==> src/verilog/bcc_consts.svh <==
// Constants of the bridge command register block: offset, fields, reset, timing
// Assumes inclusion by bare name from the package and design modules
// Function
// - Command bits 15:11 read zero and ignore writes.
// - Interrupt disable bit 10 is read-only zero; bridge raises no interrupts.
// - Back-to-back enable bit 9 reads zero; never issues back-to-back cycles.
// - System error reporting bit 8 gates error messages for secondary SERR.
// - Stepping control bit 7 is hardwired zero.
// - Parity response bit 6 gates setting master data parity flag on poison.
// - Poisoned downstream data always goes to PCI with bad parity.
// - Palette snoop enable bit 5 reads zero.
// - Promote bit 4 turns memory writes into write-and-invalidate cycles.
// - Special cycle bit 3 reads zero; special cycles are never answered.
// - Upstream initiation on PCI Express only while bus initiator bit is one.
// - Bus initiator zero: secondary memory and I/O cycles get no response.
// - Bus initiator one: secondary memory and I/O may be forwarded upstream.
// - Memory space zero: downstream memory requests get unsupported request.
// - Memory space one: downstream memory requests accepted and forwarded.
// - I/O space zero: downstream I/O requests get unsupported request.
// - I/O space one: downstream I/O requests accepted and forwarded.
// - Signaled system error flag sets on error message while reporting enabled.
// - Master data parity flag sets on poisoned completion or poisoned write.
`ifndef BCC_CONSTS_SVH
`define BCC_CONSTS_SVH
`define BCC_CMD_OFFSET 8'h04
`define BCC_STATUS_OFFSET 8'h06
`define BCC_CMD_RESET 16'h0000
`define BCC_CMD_WMASK 16'h0157
`define BCC_BIT_SERR 8
`define BCC_BIT_PERR 6
`define BCC_BIT_MWI 4
`define BCC_BIT_MASTER 2
`define BCC_BIT_MEM 1
`define BCC_BIT_IO 0
`define BCC_STS_SYSERR 14
`define BCC_STS_MASTER_DATA_PARITY_FLAG 8
`define BCC_STS_RESET 16'h0000
`define BCC_SYNC_STAGES 3
`endif

==> src/verilog/bcc_pkg.sv <==
// Types shared by the bridge command register block
// Assumes bcc_consts.svh on the include path
`include "bcc_consts.svh"
package bcc_pkg;
  // Downstream request kinds from the PCI Express receiver
  typedef enum logic [1:0] {BCC_REQ_MEM, BCC_REQ_IO, BCC_REQ_CFG, BCC_REQ_OTHER} bcc_req_kind_t;
  // Configuration access request
  typedef struct packed {
    logic wr;
    logic rd;
    logic [7:0] addr;
    logic [1:0] be;
    logic [15:0] wdata;
  } bcc_cfg_req_t;
  // Enable outputs toward the datapaths
  typedef struct packed {
    logic serr_report;
    logic parity_resp;
    logic promote_mwi;
    logic initiator;
    logic mem_space;
    logic io_space;
  } bcc_enables_t;
endpackage

==> src/verilog/bcc_sync.sv <==
// Three-stage synchroniser with agreement filter for an outside level
// Assumes one clock; the first stage feeds only the second
`timescale 1ns/1ps
`default_nettype none
module bcc_sync (
  input wire logic clk_i,
  input wire logic rst_n_i,
  input wire logic d_i,
  output logic q_o
);
  logic s1;
  logic s2;
  logic s3;
  // Shift chain
  always_ff @(posedge clk_i or negedge rst_n_i) begin
    if (!rst_n_i) begin
      s1 <= 1'b0;
      s2 <= 1'b0;
      s3 <= 1'b0;
    end else begin
      s1 <= d_i;
      s2 <= s1;
      s3 <= s2;
    end
  end
  // Accept a change once stages two and three agree
  always_ff @(posedge clk_i or negedge rst_n_i) begin
    if (!rst_n_i) begin
      q_o <= 1'b0;
    end else if (s2 == s3) begin
      q_o <= s3;
    end
  end
endmodule
`default_nettype wire

==> src/verilog/bcc_decide.sv <==
// Downstream request decision: forward or unsupported request
// Assumes same-clock request strobe from the receiver
`timescale 1ns/1ps
`default_nettype none
module bcc_decide
  import bcc_pkg::*;
(
  input wire logic clk_i,
  input wire logic rst_n_i,
  input wire logic req_valid_i,
  input wire bcc_pkg::bcc_req_kind_t req_kind_i,
  input wire logic mem_en_i,
  input wire logic io_en_i,
  output logic fwd_o,
  output logic ur_o
);
  // Registered one-cycle verdict per memory or I/O request; none for other kinds
  always_ff @(posedge clk_i or negedge rst_n_i) begin
    if (!rst_n_i) begin
      fwd_o <= 1'b0;
      ur_o <= 1'b0;
    end else begin
      fwd_o <= 1'b0;
      ur_o <= 1'b0;
      if (req_valid_i) begin
        unique case (req_kind_i)
          BCC_REQ_MEM: begin
            fwd_o <= mem_en_i;
            ur_o <= !mem_en_i;
          end
          BCC_REQ_IO: begin
            fwd_o <= io_en_i;
            ur_o <= !io_en_i;
          end
          BCC_REQ_CFG, BCC_REQ_OTHER: begin
            fwd_o <= 1'b0;
          end
        endcase
      end
    end
  end
endmodule
`default_nettype wire

==> src/verilog/bcc_top.sv <==
// Command register of the PCI Express to PCI bridge, with its gating logic
// Assumes a same-clock configuration port and same-clock datapath events;
// the secondary SERR pin comes from outside and is synchronised here.
`timescale 1ns/1ps
`default_nettype none
`include "bcc_consts.svh"
module bcc_top
  import bcc_pkg::*;
(
  input wire logic CLOCK_I,
  input wire logic RST_N_I,
  input wire bcc_pkg::bcc_cfg_req_t CFG_REQ_I,
  output bcc_pkg::bcc_enables_t ENABLES_O,
  output logic [15:0] CFG_RDATA_O,
  output logic CFG_RVALID_O,
  input wire logic DN_REQ_VALID_I,
  input wire bcc_pkg::bcc_req_kind_t DN_REQ_KIND_I,
  output logic DN_FWD_O,
  output logic DN_UR_O,
  input wire logic DN_WRITE_I,
  input wire logic DN_POISON_I,
  input wire logic CPL_POISON_I,
  output logic PCI_BAD_PARITY_O,
  output logic PCI_MWI_O,
  input wire logic SEC_REQ_VALID_I,
  output logic SEC_CLAIM_O,
  input wire logic UP_REQ_I,
  output logic UP_GO_O,
  input wire logic SERR_N_I,
  output logic ERR_MSG_O,
  input wire logic SPECIAL_CYCLE_I,
  output logic SPECIAL_CLAIM_O,
  input wire logic STS_CLR_SYSERR_I,
  input wire logic STS_CLR_MASTER_DATA_PARITY_FLAG_I,
  output logic SIGNALED_SYSTEM_ERROR_FLAG_O,
  output logic MASTER_DATA_PARITY_FLAG_O
);
  logic [15:0] cmd;
  logic [15:0] next_cmd;
  logic [15:0] byte_mask;
  logic serr_sync;
  logic serr_prev;
  logic serr_fall;
  logic err_msg;
  logic poison_event;
  logic dn_fwd;
  logic dn_ur;

  // Expand byte enables into a bit mask
  function automatic logic [15:0] bcc_be_mask(input logic [1:0] be);
    bcc_be_mask = {{8{be[1]}}, {8{be[0]}}};
  endfunction

  // Write merge: only the writable enable bits change
  always_comb begin
    byte_mask = bcc_be_mask(CFG_REQ_I.be) & `BCC_CMD_WMASK;
    next_cmd = (cmd & ~byte_mask) | (CFG_REQ_I.wdata & byte_mask);
  end

  // Command register storage
  always_ff @(posedge CLOCK_I or negedge RST_N_I) begin
    if (!RST_N_I) begin
      cmd <= `BCC_CMD_RESET;
    end else if (CFG_REQ_I.wr && CFG_REQ_I.addr == `BCC_CMD_OFFSET) begin
      cmd <= next_cmd;
    end
  end

  // Read port: command and status words, zero elsewhere
  always_ff @(posedge CLOCK_I or negedge RST_N_I) begin
    if (!RST_N_I) begin
      CFG_RDATA_O <= 16'h0000;
      CFG_RVALID_O <= 1'b0;
    end else begin
      CFG_RVALID_O <= CFG_REQ_I.rd;
      if (CFG_REQ_I.rd && CFG_REQ_I.addr == `BCC_CMD_OFFSET) begin
        CFG_RDATA_O <= cmd & `BCC_CMD_WMASK;
      end else if (CFG_REQ_I.rd && CFG_REQ_I.addr == `BCC_STATUS_OFFSET) begin
        CFG_RDATA_O <= 16'h0000;
        CFG_RDATA_O[`BCC_STS_SYSERR] <= SIGNALED_SYSTEM_ERROR_FLAG_O;
        CFG_RDATA_O[`BCC_STS_MASTER_DATA_PARITY_FLAG] <= MASTER_DATA_PARITY_FLAG_O;
      end else begin
        CFG_RDATA_O <= 16'h0000;
      end
    end
  end

  // Enable outputs registered from the command bits
  always_ff @(posedge CLOCK_I or negedge RST_N_I) begin
    if (!RST_N_I) begin
      ENABLES_O <= '0;
    end else begin
      ENABLES_O.serr_report <= cmd[`BCC_BIT_SERR];
      ENABLES_O.parity_resp <= cmd[`BCC_BIT_PERR];
      ENABLES_O.promote_mwi <= cmd[`BCC_BIT_MWI];
      ENABLES_O.initiator <= cmd[`BCC_BIT_MASTER];
      ENABLES_O.mem_space <= cmd[`BCC_BIT_MEM];
      ENABLES_O.io_space <= cmd[`BCC_BIT_IO];
    end
  end

  // Downstream memory and I/O verdicts
  bcc_decide u_decide (
    .clk_i(CLOCK_I),
    .rst_n_i(RST_N_I),
    .req_valid_i(DN_REQ_VALID_I),
    .req_kind_i(DN_REQ_KIND_I),
    .mem_en_i(cmd[`BCC_BIT_MEM]),
    .io_en_i(cmd[`BCC_BIT_IO]),
    .fwd_o(dn_fwd),
    .ur_o(dn_ur)
  );

  // Verdict outputs retimed so they come from top-level flops
  always_ff @(posedge CLOCK_I or negedge RST_N_I) begin
    if (!RST_N_I) begin
      DN_FWD_O <= 1'b0;
      DN_UR_O <= 1'b0;
    end else begin
      DN_FWD_O <= dn_fwd;
      DN_UR_O <= dn_ur;
    end
  end

  // Downstream request handling: bad parity on any poisoned request, promotion of memory writes
  always_ff @(posedge CLOCK_I or negedge RST_N_I) begin
    if (!RST_N_I) begin
      PCI_BAD_PARITY_O <= 1'b0;
      PCI_MWI_O <= 1'b0;
    end else begin
      PCI_BAD_PARITY_O <= DN_REQ_VALID_I && DN_POISON_I;
      PCI_MWI_O <= DN_REQ_VALID_I && DN_WRITE_I && DN_REQ_KIND_I == BCC_REQ_MEM
                   && cmd[`BCC_BIT_MEM] && cmd[`BCC_BIT_MWI];
    end
  end

  // Secondary side and upstream initiation gating
  always_ff @(posedge CLOCK_I or negedge RST_N_I) begin
    if (!RST_N_I) begin
      SEC_CLAIM_O <= 1'b0;
      UP_GO_O <= 1'b0;
      SPECIAL_CLAIM_O <= 1'b0;
    end else begin
      SEC_CLAIM_O <= SEC_REQ_VALID_I && cmd[`BCC_BIT_MASTER];
      UP_GO_O <= UP_REQ_I && cmd[`BCC_BIT_MASTER];
      SPECIAL_CLAIM_O <= 1'b0;
    end
  end

  // Secondary SERR pin synchroniser; pin inverted so idle matches the flops' reset level
  bcc_sync u_serr_sync (
    .clk_i(CLOCK_I),
    .rst_n_i(RST_N_I),
    .d_i(!SERR_N_I),
    .q_o(serr_sync)
  );

  // Edge detect on the filtered SERR level; no false edge after reset
  always_ff @(posedge CLOCK_I or negedge RST_N_I) begin
    if (!RST_N_I) begin
      serr_prev <= 1'b0;
    end else begin
      serr_prev <= serr_sync;
    end
  end

  assign serr_fall = serr_sync && !serr_prev;
  assign err_msg = serr_fall && cmd[`BCC_BIT_SERR];
  assign poison_event = (CPL_POISON_I || (DN_REQ_VALID_I && DN_WRITE_I && DN_POISON_I))
                        && cmd[`BCC_BIT_PERR];

  // Error message request pulse
  always_ff @(posedge CLOCK_I or negedge RST_N_I) begin
    if (!RST_N_I) begin
      ERR_MSG_O <= 1'b0;
    end else begin
      ERR_MSG_O <= err_msg;
    end
  end

  // Sticky status flags; a set beats a same-cycle clear
  always_ff @(posedge CLOCK_I or negedge RST_N_I) begin
    if (!RST_N_I) begin
      SIGNALED_SYSTEM_ERROR_FLAG_O <= 1'b0;
    end else if (err_msg) begin
      SIGNALED_SYSTEM_ERROR_FLAG_O <= 1'b1;
    end else if (STS_CLR_SYSERR_I) begin
      SIGNALED_SYSTEM_ERROR_FLAG_O <= 1'b0;
    end
  end

  always_ff @(posedge CLOCK_I or negedge RST_N_I) begin
    if (!RST_N_I) begin
      MASTER_DATA_PARITY_FLAG_O <= 1'b0;
    end else if (poison_event) begin
      MASTER_DATA_PARITY_FLAG_O <= 1'b1;
    end else if (STS_CLR_MASTER_DATA_PARITY_FLAG_I) begin
      MASTER_DATA_PARITY_FLAG_O <= 1'b0;
    end
  end
endmodule
`default_nettype wire

==> config.mk <==
export PLATFORM = sky130hd
export DESIGN_NAME = bcc_top
export DESIGN_NICKNAME = d
export VERILOG_FILES = /design/src/verilog/bcc_pkg.sv /design/src/verilog/bcc_sync.sv /design/src/verilog/bcc_decide.sv /design/src/verilog/bcc_top.sv
export VERILOG_INCLUDE_DIRS = /design/src /design/src/verilog
export SDC_FILE = /design/constraint.sdc
export NUM_CORES = 1
export LEC_CHECK = 0
export BUFFER_PORTS_ARGS = -buffer_cell sky130_fd_sc_hd__buf_2
export CAP_MARGIN = 20
export CELL_PAD_IN_SITES_DETAIL_PLACEMENT = 1
export CELL_PAD_IN_SITES_GLOBAL_PLACEMENT = 1
export CORE_MARGIN = 3
export CORE_UTILIZATION = 29
export DETAILED_ROUTE_END_ITERATION = 10
export GPL_ROUTABILITY_DRIVEN = 0
export PLACE_DENSITY_LB_ADDON = 0.1
export SLEW_MARGIN = 20
export SYNTH_ARGS = -nofsm -noshare
export SYNTH_HDL_FRONTEND = slang
export SYNTH_SLANG_ARGS = --single-unit
==> constraint.sdc <==
create_clock -name CLOCK_I -period 0.9 [get_ports CLOCK_I]
set_input_delay 0.09 -clock CLOCK_I [delete_from_list [all_inputs] [get_ports CLOCK_I]]
set_output_delay 0.09 -clock CLOCK_I [all_outputs]
set_load 0.1 [all_outputs]
==> reports/metrics.yaml <==
outcome: "complete, but fails checks"
violations: "negative setup slack"
viasPerCell: 4.19
vdd.ir_drop.worst_v: 0.000714
seq_area_frac_synth: 0.694
regToRegEndpoint: "CFG_RDATA_O[8]$_DFF_PN0_"
cp.required_ps: 810
hold_class: "input port to flop"
cts_tree: "done"
power_per_cell_area_nw_per_um2: 1630
critical_path_class: "flop to output pin"
routed_wl_mm: 3.00
fin_ws_ps: -131
p_seq_frac: 0.460
clock_path_buffers: 2
die_area_sq_um: 5320
yosysTopAreaCellShare: 0.694
worstSetupEndpoint: "MASTER_DATA_PARITY_FLAG_O"
fill_cells: 419
post-route-util: 0.542
crit_start: "MASTER_DATA_PARITY_FLAG_O$_DFFE_PN0P_"
drt-pass1-iter-count: 2
core_region_area_sq_um: 4170
multi_input_area_sq_um: 370
regArea_sq_um: 935
pin_count: 75
layout-drive-gt1-share: 0.650
synth.most_common_cell: "dfrtp_1"
maxSlewViolCount: 0
syn_to_final_growth_pct: 74.3
p_int_mw: 2.68
cts.sink_count: 36
crit_path_start_kind: "flop"
synth_cells: 87
ys_types: 24
die_x_um: 72.9
synth_area_leaders: "dfrtp_1 (69%), buf_4 (5.8%), and2_1 (3.9%), mux2_1 (2.6%), mux2_2 (2.6%)"
power.leakage_nw: 1.08
clkPwrFrac: 0.373
num_vias: 893
clock-root-buffer: "clkbuf_8"
ff2ff_setup_slack_ps: -30
ctsHtreeMaxLevel: 2
critPathBufInv: 1
synth_area_sq_um: 1300
r2r-start: "MASTER_DATA_PARITY_FLAG_O$_DFFE_PN0P_"
num_rows: 23
crit_path_top_delay_cell: "dfrtp_4"
critPathMaxFanout: 2
antenna_found_initial: 0
diodes: 0
port-buffer-count: 53
grt_pass1_wl_mm: 4.97
met3_wirelength_um: 263
ys_warn_count: 0
period_needed_ps: 1030
yosys_most_used_dff: "dfrtp_1"
worst_path_largest_cell_delay_ps: 490
finalNonFillerCells: 213
rsz0062_at_grt: "yes"
drt-met1-wl_mm: 1.15
comb_power_share: 0.167
gr-usage-all-layers: 0.128
finalCritPeriodShare: 1.15
dpl_cell_area_sq_um: 2020
die_height_um: 72.9
critPathTopFamily: "flip-flops"
reg2reg_depth: 3
path_depth: 1
drt-initial-drc-count: 15
cts_buffers: 5
nets: 204
setup_violations: 28
synth.avg_cell_area_sq_um: 14.9
start_util: 0.311
grt_pass1_vias: 991
p_switching_mw: 1.01
crit_path_end_kind: "output pin"
grt_max_degree: 37
switching_share: 0.274
hold_viol_final: 0
crit_chain: "buf_12"
clock_skew_ps: 7.71
final_area_sq_um: 2260
cap_violations: 0
clk_latency_ps: 280
ys_top_cells_by_count: "dfrtp_1 (36), buf_4 (10), and2_1 (8)"
arrival_ps: 940
synth-seq-cells: 36
timing.fmax_ghz: 0.970
async_flop_share: 1.00
clkTransAtPathRegs_ps: 80
post-place-cells: 193
grt_overflow: 0
dr_wl_met2_mm: 1.56
synth_edf_count: 0
drc: 0
tns_ps: -1500
yosysTopAreaCell: "dfrtp_1"
avgRoutedWirePerCell_um: 14.1
ant_nets: 0
top_layer_used: "met4"
dp_hpwl_mm: 2.32
==> power by group through the flow <==
stage	clock [mW]	combinational [mW]	sequential [mW]
CTS	1.44	0.613	1.70
floorplan	0	0.256	1.85
detailed placement	0	0.580	1.73
global placement	0	0.572	1.73
global route	1.52	0.647	1.70
finish	1.38	0.616	1.70
==> area by class of cell <==
type	instances	area share
clock buffer	5	0.0304
tap	50	0.0276
clock inverter	3	0.0188
sequential	36	0.413
timing repair buffer	69	0.342
inverter	3	0.00498
multi-input combinational	47	0.164
==> kinds of logic after synthesis <==
kind of cell             after synthesis  share of synthesized area
buffers and inverters                 13                     0.0665
adder cells (fa/ha/maj)                1                    0.00771
flip-flops                            36                      0.694
other                                  1                    0.00289
AND/OR/NAND/NOR                       25                      0.148
AO/OA/AOI/OAI                          3                     0.0135
multiplexers                           8                     0.0674
==> worst min-delay path by stage <==
stage                               start                  endpoint  cells past startpoint
after floorplan                   RST_N_I  CFG_RDATA_O[0]$_DFF_PN0_                      0
after global placement            RST_N_I    CFG_RVALID_O$_DFF_PN0_                      2
after detailed placement          RST_N_I  CFG_RDATA_O[8]$_DFF_PN0_                      2
after CTS                 SEC_REQ_VALID_I     SEC_CLAIM_O$_DFF_PN0_                      2
after global routing      SEC_REQ_VALID_I     SEC_CLAIM_O$_DFF_PN0_                      2
final                     SEC_REQ_VALID_I     SEC_CLAIM_O$_DFF_PN0_                      2
==> metrics by stage <==
step	hold WS, ps	power [mW]	worst slack, ps
6_report	15.8	3.69	-131
5_1_grt	0.818	3.87	-170
4_1_cts	2.69	3.75	-154
3_5_place_dp	66.4	2.31	-440
3_3_place_gp	67.0	2.30	-385
2_1_floorplan	-206	2.11	-221
==> placed cells by master (no fill, tap or decap), types with 3 or more instances in the layout <==
cell type,Yosys,routed
and2_1,8,8
buf_12,0,24
buf_2,0,28
buf_4,10,8
clkbuf_8,0,5
conb_1,1,10
dfrtp_1,36,13
dfrtp_2,0,21
dlygate4sd3_1,0,7
inv_1,3,3
mux2_4,0,4
nand2_1,3,3
==> routing by layer <==
metal	up-vias	track usage
met5	-	0
met4	0	0.0430
met3	4	0.0620
met2	35	0.202
met1	437	0.152
li1	417	-
==> timing repair <==
action | 4_1_cts | 5_1_grt
resized for setup | 3 | 3
pin swaps | 1 | 2
hold buffers | 6 | 1
endpoints found under the hold margin | 41 | 1
buffers inserted | 3 | 2
endpoints found under the setup margin | 33 | 35
No activity file was read; power rests on OpenSTA's default activity.
